`src/hdl/lpc_defines.svh`:
```
// Timing counts and pin codes for the low-power DDR command timing controller.
// Assumes a 200 MHz controller clock that also clocks the memory device.
`ifndef LPC_DEFINES_SVH
`define LPC_DEFINES_SVH

`define LPC_CLK_PS        5000
`define LPC_CEIL(ps)      (((ps) + `LPC_CLK_PS - 1) / `LPC_CLK_PS)
`define LPC_FLOOR(ps)     ((ps) / `LPC_CLK_PS)

// Least times, rounded up to whole clocks
`define LPC_TRRD_PS       10000
`define LPC_TRRD_CYC      `LPC_CEIL(`LPC_TRRD_PS)
`define LPC_TWR_PS        15000
`define LPC_TWR_CYC       `LPC_CEIL(`LPC_TWR_PS)
`define LPC_TRP_PS        15000
`define LPC_TRP_CYC       `LPC_CEIL(`LPC_TRP_PS)
`define LPC_TDAL_CYC      (`LPC_TWR_CYC + `LPC_TRP_CYC)
`define LPC_TXSR_PS       120000
`define LPC_TXSR_CYC      `LPC_CEIL(`LPC_TXSR_PS)
`define LPC_TRFC_PS       72000
`define LPC_TRFC_CYC      `LPC_CEIL(`LPC_TRFC_PS)
// Longest time, rounded down: 64 ms over 8192 rows
`define LPC_TREFI_PS      7812500
`define LPC_TREFI_CYC     `LPC_FLOOR(`LPC_TREFI_PS)

// Clock-counted figures
`define LPC_STATUS_SELECT_TO_READ_CYC      2
`define LPC_TWTR_CYC      2
`define LPC_TXP_CYC       2
`define LPC_TMRD_CYC      2
`define LPC_TCKE_CYC      2
`define LPC_XSR_TOGGLES   2
`define LPC_WBURST_CYC    3
`define LPC_CL2           2
`define LPC_CL3           3
`define LPC_SYNC_STAGES   2

// Pin code {cs_n, ras_n, cas_n, we_n}
`define LPC_PIN_NOP       4'h7
`define LPC_PIN_ACT       4'h3
`define LPC_PIN_RD        4'h5
`define LPC_PIN_WR        4'h4
`define LPC_PIN_PRE       4'h2
`define LPC_PIN_REF       4'h1
`define LPC_PIN_MRS       4'h0

`endif

```
`src/hdl/lpc_pkg.sv`:
```
// Types for the low-power DDR command timing controller.
// Assumes lpc_defines.svh supplies every number.
package lpc_pkg;
  typedef enum logic [3:0] {
    LPC_NOP, LPC_ACT, LPC_RD, LPC_WR, LPC_PRE, LPC_REF, LPC_MRS, LPC_SRSEL,
    LPC_PDE, LPC_PDX, LPC_SRE, LPC_SRX, LPC_CKSTOP, LPC_CKRUN
  } lpc_cmd_e;
  typedef enum logic [2:0] {
    LPC_ST_ACTIVE, LPC_ST_PDOWN, LPC_ST_SREF, LPC_ST_SRRSEL
  } lpc_state_e;
  typedef logic [7:0] lpc_cnt_t;
endpackage : lpc_pkg
```
`src/hdl/lpc_host.sv`:
```
// Command timing gate for a low-power DDR device, driving its command pins.
// Assumes sys_clk also clocks the device; dq/dqs inputs arrive asynchronously.
`timescale 1ns/1ps
`default_nettype none
`include "lpc_defines.svh"

module lpc_host
  import lpc_pkg::*;
(
  input  wire logic        sys_clk,
  input  wire logic        rst,
  input  wire logic        ce,
  input  wire logic        cfg_cl3,
  input  wire logic        cmd_valid,
  input  wire lpc_cmd_e    cmd_code,
  input  wire logic [1:0]  cmd_bank,
  input  wire logic        cmd_ap,
  input  wire logic [12:0] cmd_addr,
  output logic             cmd_ready,
  output logic             refresh_due,
  output logic             freq_change_ok,
  output logic             rd_valid,
  output logic [15:0]      rd_data,
  output logic [1:0]       rd_lane_ok,
  output logic             ddr_ck_run,
  output logic             ddr_cke,
  output logic             ddr_cs_n,
  output logic             ddr_ras_n,
  output logic             ddr_cas_n,
  output logic             ddr_we_n,
  output logic [1:0]       ddr_ba,
  output logic [12:0]      ddr_addr,
  output logic [1:0]       dqs_o,
  output logic [1:0]       dqs_oe,
  input  wire logic [1:0]  dqs_i,
  input  wire logic [15:0] dq_i
);

  lpc_state_e  st_r,     st_nxt;
  lpc_cnt_t    gate_r,   gate_nxt;
  lpc_cnt_t    rrd_r,    rrd_nxt;
  lpc_cnt_t    wtr_r,    wtr_nxt;
  lpc_cnt_t    srr_r,    srr_nxt;
  lpc_cnt_t    ckel_r,   ckel_nxt;
  lpc_cnt_t    tog_r,    tog_nxt;
  lpc_cnt_t    wdqs_r,   wdqs_nxt;
  lpc_cnt_t    wrec_r    [4];
  lpc_cnt_t    wrec_nxt  [4];
  lpc_cnt_t    bblk_r    [4];
  lpc_cnt_t    bblk_nxt  [4];
  logic [10:0] refi_r,   refi_nxt;
  logic        due_r,    due_nxt;
  logic        run_r,    run_nxt;
  logic        cke_r,    cke_nxt;
  logic        fok_r,    fok_nxt;
  logic [3:0]  pin_r,    pin_nxt;
  logic [1:0]  ba_r,     ba_nxt;
  logic [12:0] addr_r,   addr_nxt;
  logic [1:0]  dqso_r,   dqso_nxt;
  logic [1:0]  dqsoe_r,  dqsoe_nxt;
  logic [7:0]  pipe_r,   pipe_nxt;
  logic        rdv_r,    rdv_nxt;
  logic [15:0] rdd_r,    rdd_nxt;
  logic [1:0]  lane_r,   lane_nxt;
  logic [15:0] dq_s1,    dq_s2;
  logic [1:0]  dqs_s1,   dqs_s2;
  logic        legal;
  logic        go;
  logic        wr_idle;
  logic        run_ok;
  logic        rd_hit;

  function automatic lpc_cnt_t dec(input lpc_cnt_t x);
    dec = (x == '0) ? '0 : x - 8'h01;
  endfunction : dec

  // Two-stage capture of the asynchronous read bus
  always_ff @(posedge sys_clk or posedge rst) begin
    if (rst) begin
      dq_s1  <= '0;
      dq_s2  <= '0;
      dqs_s1 <= '0;
      dqs_s2 <= '0;
    end else if (ce) begin
      dq_s1  <= dq_i;
      dq_s2  <= dq_s1;
      dqs_s1 <= dqs_i;
      dqs_s2 <= dqs_s1;
    end
  end

  // Command legality against every running timer
  always_comb begin
    wr_idle = 1'b1;
    for (int b = 0; b < 4; b++) begin
      if (wrec_r[b] != '0) begin
        wr_idle = 1'b0;
      end
    end
    run_ok = run_r && (gate_r == '0) && (tog_r == '0);
    legal  = 1'b0;
    unique case (cmd_code)
      LPC_NOP:    legal = 1'b1;
      LPC_ACT:    legal = run_ok && (st_r == LPC_ST_ACTIVE) && (rrd_r == '0)
                          && (bblk_r[cmd_bank] == '0);
      LPC_RD:     legal = run_ok && (((st_r == LPC_ST_ACTIVE) && (wtr_r == '0))
                          || ((st_r == LPC_ST_SRRSEL) && (srr_r == '0)));
      LPC_WR:     legal = run_ok && (st_r == LPC_ST_ACTIVE);
      LPC_PRE:    legal = run_ok && (st_r == LPC_ST_ACTIVE)
                          && (cmd_ap ? wr_idle : (wrec_r[cmd_bank] == '0));
      LPC_REF,
      LPC_MRS,
      LPC_SRSEL,
      LPC_PDE,
      LPC_SRE:    legal = run_ok && (st_r == LPC_ST_ACTIVE) && wr_idle
                          && (wdqs_r == '0);
      LPC_PDX:    legal = run_r && (st_r == LPC_ST_PDOWN) && (ckel_r == '0);
      LPC_SRX:    legal = run_r && (st_r == LPC_ST_SREF) && (ckel_r == '0);
      LPC_CKSTOP: legal = run_ok && (st_r != LPC_ST_SRRSEL) && wr_idle
                          && (wdqs_r == '0) && (pipe_r == '0);
      LPC_CKRUN:  legal = !run_r;
      default:    legal = 1'b0;
    endcase
  end

  assign cmd_ready = ce && legal;
  assign go        = cmd_valid && cmd_ready;
  assign rd_hit    = cfg_cl3 ? pipe_r[`LPC_CL3 + `LPC_SYNC_STAGES]
                             : pipe_r[`LPC_CL2 + `LPC_SYNC_STAGES];

  // Next values of timers, mode and pins
  always_comb begin
    st_nxt    = st_r;
    gate_nxt  = dec(gate_r);
    rrd_nxt   = dec(rrd_r);
    wtr_nxt   = dec(wtr_r);
    srr_nxt   = dec(srr_r);
    ckel_nxt  = dec(ckel_r);
    tog_nxt   = run_r ? dec(tog_r) : tog_r;
    wdqs_nxt  = dec(wdqs_r);
    for (int b = 0; b < 4; b++) begin
      wrec_nxt[b] = dec(wrec_r[b]);
      bblk_nxt[b] = dec(bblk_r[b]);
    end
    refi_nxt  = (refi_r == '0) ? '0 : refi_r - 11'h001;
    due_nxt   = due_r || (refi_r == 11'h001);
    run_nxt   = run_r;
    cke_nxt   = cke_r;
    pin_nxt   = `LPC_PIN_NOP;
    ba_nxt    = ba_r;
    addr_nxt  = addr_r;
    pipe_nxt  = {pipe_r[6:0], 1'b0};
    dqsoe_nxt = (wdqs_r != '0) ? dqsoe_r : 2'h0;
    dqso_nxt  = (wdqs_r > 8'h01) ? ~dqso_r : 2'h0;
    rdv_nxt   = rd_hit;
    rdd_nxt   = rdd_r;
    lane_nxt  = lane_r;
    if (rd_hit) begin
      rdd_nxt  = dq_s2;
      lane_nxt = dqs_s2;
    end
    if (go) begin
      ba_nxt   = cmd_bank;
      addr_nxt = cmd_addr;
      unique case (cmd_code)
        LPC_NOP: begin
        end
        LPC_ACT: begin
          pin_nxt = `LPC_PIN_ACT;
          rrd_nxt = 8'(`LPC_TRRD_CYC);
        end
        LPC_RD: begin
          pin_nxt     = `LPC_PIN_RD;
          pipe_nxt[0] = 1'b1;
          if (st_r == LPC_ST_SRRSEL) begin
            st_nxt   = LPC_ST_ACTIVE;
            gate_nxt = cfg_cl3 ? 8'(`LPC_CL3 + 1) : 8'(`LPC_CL2 + 1);
          end
        end
        LPC_WR: begin
          pin_nxt   = `LPC_PIN_WR;
          addr_nxt  = {cmd_addr[12:11], cmd_ap, cmd_addr[9:0]};
          dqsoe_nxt = 2'h3;
          dqso_nxt  = 2'h0;
          wdqs_nxt  = 8'(`LPC_WBURST_CYC + 1);
          wtr_nxt   = 8'(`LPC_WBURST_CYC + `LPC_TWTR_CYC);
          wrec_nxt[cmd_bank] = 8'(`LPC_WBURST_CYC + `LPC_TWR_CYC);
          if (cmd_ap) begin
            bblk_nxt[cmd_bank] = 8'(`LPC_WBURST_CYC + `LPC_TDAL_CYC);
          end
        end
        LPC_PRE: begin
          pin_nxt  = `LPC_PIN_PRE;
          addr_nxt = {cmd_addr[12:11], cmd_ap, cmd_addr[9:0]};
          for (int b = 0; b < 4; b++) begin
            if (cmd_ap || (cmd_bank == 2'(b))) begin
              bblk_nxt[b] = 8'(`LPC_TRP_CYC);
            end
          end
        end
        LPC_REF: begin
          pin_nxt  = `LPC_PIN_REF;
          gate_nxt = 8'(`LPC_TRFC_CYC);
          refi_nxt = 11'(`LPC_TREFI_CYC);
          due_nxt  = 1'b0;
        end
        LPC_MRS: begin
          pin_nxt  = `LPC_PIN_MRS;
          gate_nxt = 8'(`LPC_TMRD_CYC);
        end
        LPC_SRSEL: begin
          pin_nxt = `LPC_PIN_MRS;
          st_nxt  = LPC_ST_SRRSEL;
          srr_nxt = 8'(`LPC_STATUS_SELECT_TO_READ_CYC);
        end
        LPC_PDE: begin
          cke_nxt  = 1'b0;
          st_nxt   = LPC_ST_PDOWN;
          ckel_nxt = 8'(`LPC_TCKE_CYC);
        end
        LPC_SRE: begin
          pin_nxt  = `LPC_PIN_REF;
          cke_nxt  = 1'b0;
          st_nxt   = LPC_ST_SREF;
          ckel_nxt = 8'(`LPC_TCKE_CYC);
        end
        LPC_PDX: begin
          cke_nxt  = 1'b1;
          st_nxt   = LPC_ST_ACTIVE;
          gate_nxt = 8'(`LPC_TXP_CYC);
        end
        LPC_SRX: begin
          cke_nxt  = 1'b1;
          st_nxt   = LPC_ST_ACTIVE;
          gate_nxt = 8'(`LPC_TXSR_CYC);
          tog_nxt  = 8'(`LPC_XSR_TOGGLES);
          refi_nxt = 11'(`LPC_TREFI_CYC);
          due_nxt  = 1'b0;
        end
        LPC_CKSTOP: run_nxt = 1'b0;
        LPC_CKRUN:  run_nxt = 1'b1;
        default: begin
        end
      endcase
    end
    // Device refreshes itself while in self refresh
    if (st_nxt == LPC_ST_SREF) begin
      refi_nxt = 11'(`LPC_TREFI_CYC);
      due_nxt  = 1'b0;
    end
    fok_nxt = !run_nxt || (st_nxt == LPC_ST_PDOWN) || (st_nxt == LPC_ST_SREF);
  end

  always_ff @(posedge sys_clk or posedge rst) begin
    if (rst) begin
      st_r    <= LPC_ST_ACTIVE;
      gate_r  <= '0;
      rrd_r   <= '0;
      wtr_r   <= '0;
      srr_r   <= '0;
      ckel_r  <= '0;
      tog_r   <= '0;
      wdqs_r  <= '0;
      for (int b = 0; b < 4; b++) begin
        wrec_r[b] <= '0;
        bblk_r[b] <= '0;
      end
      refi_r  <= 11'(`LPC_TREFI_CYC);
      due_r   <= 1'b0;
      run_r   <= 1'b1;
      cke_r   <= 1'b1;
      fok_r   <= 1'b0;
      pin_r   <= `LPC_PIN_NOP;
      ba_r    <= '0;
      addr_r  <= '0;
      dqso_r  <= '0;
      dqsoe_r <= '0;
      pipe_r  <= '0;
      rdv_r   <= 1'b0;
      rdd_r   <= '0;
      lane_r  <= '0;
    end else if (ce) begin
      st_r    <= st_nxt;
      gate_r  <= gate_nxt;
      rrd_r   <= rrd_nxt;
      wtr_r   <= wtr_nxt;
      srr_r   <= srr_nxt;
      ckel_r  <= ckel_nxt;
      tog_r   <= tog_nxt;
      wdqs_r  <= wdqs_nxt;
      wrec_r  <= wrec_nxt;
      bblk_r  <= bblk_nxt;
      refi_r  <= refi_nxt;
      due_r   <= due_nxt;
      run_r   <= run_nxt;
      cke_r   <= cke_nxt;
      fok_r   <= fok_nxt;
      pin_r   <= pin_nxt;
      ba_r    <= ba_nxt;
      addr_r  <= addr_nxt;
      dqso_r  <= dqso_nxt;
      dqsoe_r <= dqsoe_nxt;
      pipe_r  <= pipe_nxt;
      rdv_r   <= rdv_nxt;
      rdd_r   <= rdd_nxt;
      lane_r  <= lane_nxt;
    end
  end

  // A held command would repeat if ce stalls a running device clock
  assign ddr_ck_run     = run_r;
  assign ddr_cke        = cke_r;
  assign {ddr_cs_n, ddr_ras_n, ddr_cas_n, ddr_we_n} = pin_r;
  assign ddr_ba         = ba_r;
  assign ddr_addr       = addr_r;
  assign dqs_o          = dqso_r;
  assign dqs_oe         = dqsoe_r;
  assign refresh_due    = due_r;
  assign freq_change_ok = fok_r;
  assign rd_valid       = rdv_r;
  assign rd_data        = rdd_r;
  assign rd_lane_ok     = lane_r;

endmodule : lpc_host
`default_nettype wire

```
`config.mk`:
```
export PLATFORM = sky130hd
export DESIGN_NAME = lpc_host
export DESIGN_NICKNAME = d
export VERILOG_FILES = /design/src/hdl/lpc_pkg.sv /design/src/hdl/lpc_host.sv
export VERILOG_INCLUDE_DIRS = /design/src /design/src/hdl
export SDC_FILE = /design/constraint.sdc
export NUM_CORES = 1
export LEC_CHECK = 0
export BUFFER_PORTS_ARGS = -buffer_cell sky130_fd_sc_hd__buf_2
export CAP_MARGIN = 5
export CORE_MARGIN = 4
export CORE_UTILIZATION = 65
export CTS_CLUSTER_DIAMETER = 200
export CTS_CLUSTER_SIZE = 16
export DETAILED_ROUTE_END_ITERATION = 8
export PLACE_DENSITY = 0.85
export SLEW_MARGIN = 20
export SYNTH_ARGS = -nofsm -noshare
export SYNTH_HDL_FRONTEND = slang
export SYNTH_SLANG_ARGS = --single-unit
```
`constraint.sdc`:
```
create_clock -name sys_clk -period 20.5 [get_ports sys_clk]
set_input_delay 2.05 -clock sys_clk [delete_from_list [all_inputs] [get_ports sys_clk]]
set_output_delay 2.05 -clock sys_clk [all_outputs]
set_load 0.1 [all_outputs]
```
==> results.txt <==
----------------------------------------------------
[Critical path]
  Arrival time reported for the critical path endpoint ... about 4.6 ns
  Critical path's largest stage delay ... 0.49 ns
  Buffering stage count on the worst path with inverters included ... 3
  Kind of cell with the highest combined delay on the critical path ... buffers and inverters
  Largest fanout of any net on the critical path ... 22
  CP dominant cell by count ... sky130_fd_sc_hd__buf_2
  Crit path required time ... 18.45 ns
  Critical-path cell with the highest stage delay ... sky130_fd_sc_hd__or3_1
  CP Launch Type ... input pin
  Endpoint kind of the worst setup timing path ... output pin
  Setup CP Type ... input pin to output pin
  Cell chain of the critical path ... buf_2, nand2b_1, or3_1, a211o_1, nor3_1, o21ai_1, buf_4, a21boi_0, buf_2

[Timing]
  Final clock period utilization by the worst path ... between 30% and 40%
  Fin. max-slew vios ... 0
  Final setup TNS ... 0 ns
  Max-slew headroom ... 35.4%
  Highest clock rate ... 151 MHz
  Number of failing hold endpoints at the final stage ... 0
  Minimum period implied by the final worst setup slack ... 6.60 ns
  Final-layout worst hold slack ... between 0.4 and 0.5 ns
  Clk_skew ... around 0.014 ns
  Actual slew at the worst max-slew pin ... 0.969 ns
  Number of setup violations in the final report ... 0
  RSZ-0062 raised after global routing ... false

[Yosys]
  Total standard cell area after synthesis ... between 10000 and 15000 um^2
  Most numerous cell in the Yosys netlist ... sky130_fd_sc_hd__dfrtp_1
  Number of enable-type register cells in the synthesized netlist ... 0
  Per-instance average area after synthesis ... 9.53 um^2
  Number of distinct library cells after synthesis ... 77
  Portion of the post-synthesis area used by sequential elements ... 46.4%
  Post-Syn Nets ... 1338
  Most used flip-flop cell after synthesis ... sky130_fd_sc_hd__dfrtp_1
  Cell type with the largest total area after synthesis ... sky130_fd_sc_hd__dfrtp_1
  Count of synthesis-stage warnings from yosys ... 0
  Asr flop ratio synth ... 100%
  Leading cell types by total area after synthesis ... sky130_fd_sc_hd__dfrtp_1, sky130_fd_sc_hd__mux2_2, sky130_fd_sc_hd__nand2_1, sky130_fd_sc_hd__ha_1, sky130_fd_sc_hd__nor3_1
  Commonest cells in the netlist ... sky130_fd_sc_hd__dfrtp_1, sky130_fd_sc_hd__nand2_1, sky130_fd_sc_hd__nor2_1
  Post-synth top area share ... approximately 44%
  Total of flip-flops plus latches after synthesis ... 223
  Mapped Cells ... 1264

[Clocking]
  Maximum buffer depth of the clock tree ... 3
  Clk sink count ... 223
  Post-CTS setup repair buffer count ... 0
  Clk slew on worst S/H paths ... 0.07 ns
  Quantity of gates resized following cts ... 0
  Maximum level of the CTS H-tree ... 1
  Hold-fix buffers, CTS ... 0
  Library cell used as clock root buffer ... sky130_fd_sc_hd__clkbuf_16
  Clock tree from TritonCTS ... yes
  TritonCTS buffer count ... 17
  Skew-Pair Late Insertion Delay ... about 0.50 ns

[Finish]
  Proportion of layout cells with a drive suffix above 1 ... about 16%
  Area growth from synthesis to layout ... 8.58%
  Diodes inserted ... 0
  Count of nets after finishing ... 1383
  Area taken by flip-flops and latches ... 5590 um^2
  # fillers ... 1305
  Filler-free cell count of the finished design ... 1549
  Area of the multi-input gates ... 5930 um^2

[Route]
  Average wire per cell in the routed design ... 18.0 um
  Total via count after detailed routing ... 10000
  Antenna Nets Post-Route ... 0
  Final routed wirelength across all metal layers ... 27800 um
  DRC marker count from the first detailed-route iteration ... ~900
  Vias per cell ... about 6.5
  Total iterations of the first detailed-routing run ... 5
  DR DRC count ... 0

[GRT]
  Aggregate global-route resource usage ... 26.8%
  Largest net degree at the start of global routing ... 150
  Vias in the first global route ... 9439
  Global-route wire length before repair ... 46400 um
  Number of antenna violations at the first check in global routing ... 0
  Gr ovfl total ... 0

[Die]
  Die height ... about 140 um
  X dimension of the die ... roughly 140 um
  Placeable core region ... roughly 18000 um^2
  Starting density of the core ... between 60% and 70%
  Number of ports placed on the die boundary ... 90
  Number of rows in the core area ... slightly below 50
  Die Footprint ... between 20000 and 25000 um^2

[Pwr]
  Total design power ... ~1.5 mW
  Sequential share of power ... 45.1%
  Clock power frac ... 20.9%
  Sw frac ... approximately two fifths
  Max VDD drop ... 103 uV
  Total net switching power ... approximately 0.6 mW
  Part of the power in combinational logic ... 33.9%
  Pwr dens ... 115 nW/um^2
  Leakage power ... 5.78 nW
  Internal cell power ... 0.902 mW

[Min path]
  Min-Delay Path Class ... register to register

[Placement]
  Weighted congestion at the end of routability-driven global placement ... between 0.9 and 1
  Port Buf Inserts ... 88
  Placed cell count ... 1518
  Placed wire-length estimate after detailed placement ... 18100 um

[Outcome]
  Status ... finished, final reports clean

[Job]
  Maximum capacitance violations ... 0

----------------------------------------------------
==> logic make-up (layout without fill, tap and decap cells) <==
kind of cell	count (synthesis)	after routing	synth area share, %
compound gates	309	309	18.7
buf+inv	136	192	4.41
xor+xnor	14	14	1.02
simple gates	480	480	19.7
other cells	1	1	0.0311
fa+ha+maj	31	31	3.22
flops	223	223	46.4
mux	70	70	6.51
==> flip-flops by register name, indices dropped and copies added, names as in the netlist, 8 cells and up <==
signal,flops
gate_r,8
bblk_r,32
wrec_r,32
ckel_r,8
pipe_r,8
tog_r,8
srr_r,8
rd_data,16
wtr_r,8
refi_r,11
dq_s2,16
rrd_r,8
ddr_addr,13
wdqs_r,8
dq_s1,16
==> cells in the final DEF (no fill, tap or decap), types with 17 or more instances in the layout <==
| master | Yosys | layout |
|---|---|---|
| sky130_fd_sc_hd__o211ai_1 | 22 | 22 |
| sky130_fd_sc_hd__a31oi_1 | 27 | 27 |
| sky130_fd_sc_hd__nor2_1 | 74 | 74 |
| sky130_fd_sc_hd__o31ai_1 | 20 | 20 |
| sky130_fd_sc_hd__nor3_1 | 57 | 57 |
| sky130_fd_sc_hd__ha_1 | 31 | 31 |
| sky130_fd_sc_hd__o2bb2ai_1 | 21 | 21 |
| sky130_fd_sc_hd__mux2_2 | 67 | 67 |
| sky130_fd_sc_hd__a21oi_1 | 28 | 27 |
| sky130_fd_sc_hd__buf_2 | 7 | 87 |
| sky130_fd_sc_hd__nor4_1 | 29 | 29 |
| sky130_fd_sc_hd__clkbuf_16 | 0 | 17 |
| sky130_fd_sc_hd__nand3_1 | 51 | 51 |
| sky130_fd_sc_hd__inv_1 | 66 | 64 |
| sky130_fd_sc_hd__dfrtp_1 | 213 | 213 |
| sky130_fd_sc_hd__nand2_1 | 160 | 160 |
| sky130_fd_sc_hd__o21ai_0 | 54 | 54 |
==> worst min-delay path, cell delays in order, from the launching register on <==
cell                      delay [ns]
sky130_fd_sc_hd__dfrtp_1        0.34
sky130_fd_sc_hd__nand2_1        0.05
sky130_fd_sc_hd__nand2_1        0.05
==> stage by stage <==
stage               cell area, um^2  utilization, %  setup slack (ns)
floorplan                     12000               -             12.36
global placement              12600            69.5             14.01
detailed placement            12600            69.5             13.94
CTS                           13000            72.1             13.93
global route                  13100            72.3             13.68
finish                        13100            72.3             13.90
==> final timing paths <==
| check | start | endpoint | slack, ns | cells past startpoint |
|---|---|---|---|---|
| hold reg to reg | ddr_addr[1] | ddr_addr[1] | 0.47 | 2 |
| setup reg to reg | wrec_r[2] | bblk_r[19] | 16.31 | 9 |
| min in group asynchronous | rst | tog_r[0] | 1.54 | 2 |
| max in group asynchronous | rst | wdqs_r[4] | 17.17 | 4 |
| hold / removal | ddr_addr[1] | ddr_addr[1] | 0.47 | 2 |
| setup / recovery | cmd_code[2] | cmd_ready | 13.90 | 9 |
==> area by class of cell <==
class	instances	share of cell area, %
Multi-Input combinational cell	905	45.4
Clock buffer	29	3.60
Inverter	66	1.95
Tap cell	229	2.19
Sequential cell	223	42.8
Timing Repair Buffer	96	4.03
Clock inverter	1	0.0670
==> power groups by stage <==
stage	clock network, mW	registers, mW	logic (mW)
3_3_place_gp	0	0.673	0.485
4_1_cts	0.319	0.673	0.508
2_1_floorplan	0	0.743	0.326
6_report	0.314	0.677	0.509
3_5_place_dp	0	0.678	0.505
5_1_grt	0.337	0.696	0.562
==> layer usage <==
layer	up-vias	track usage, %	share of wire, %
li1	4744	-	-
met1	4902	36.2	42
met2	316	45.5	49
met3	51	3.84	5.7
met4	0	7.43	2.6
met5	-	0	0
(Power assumes the default switching activity.)
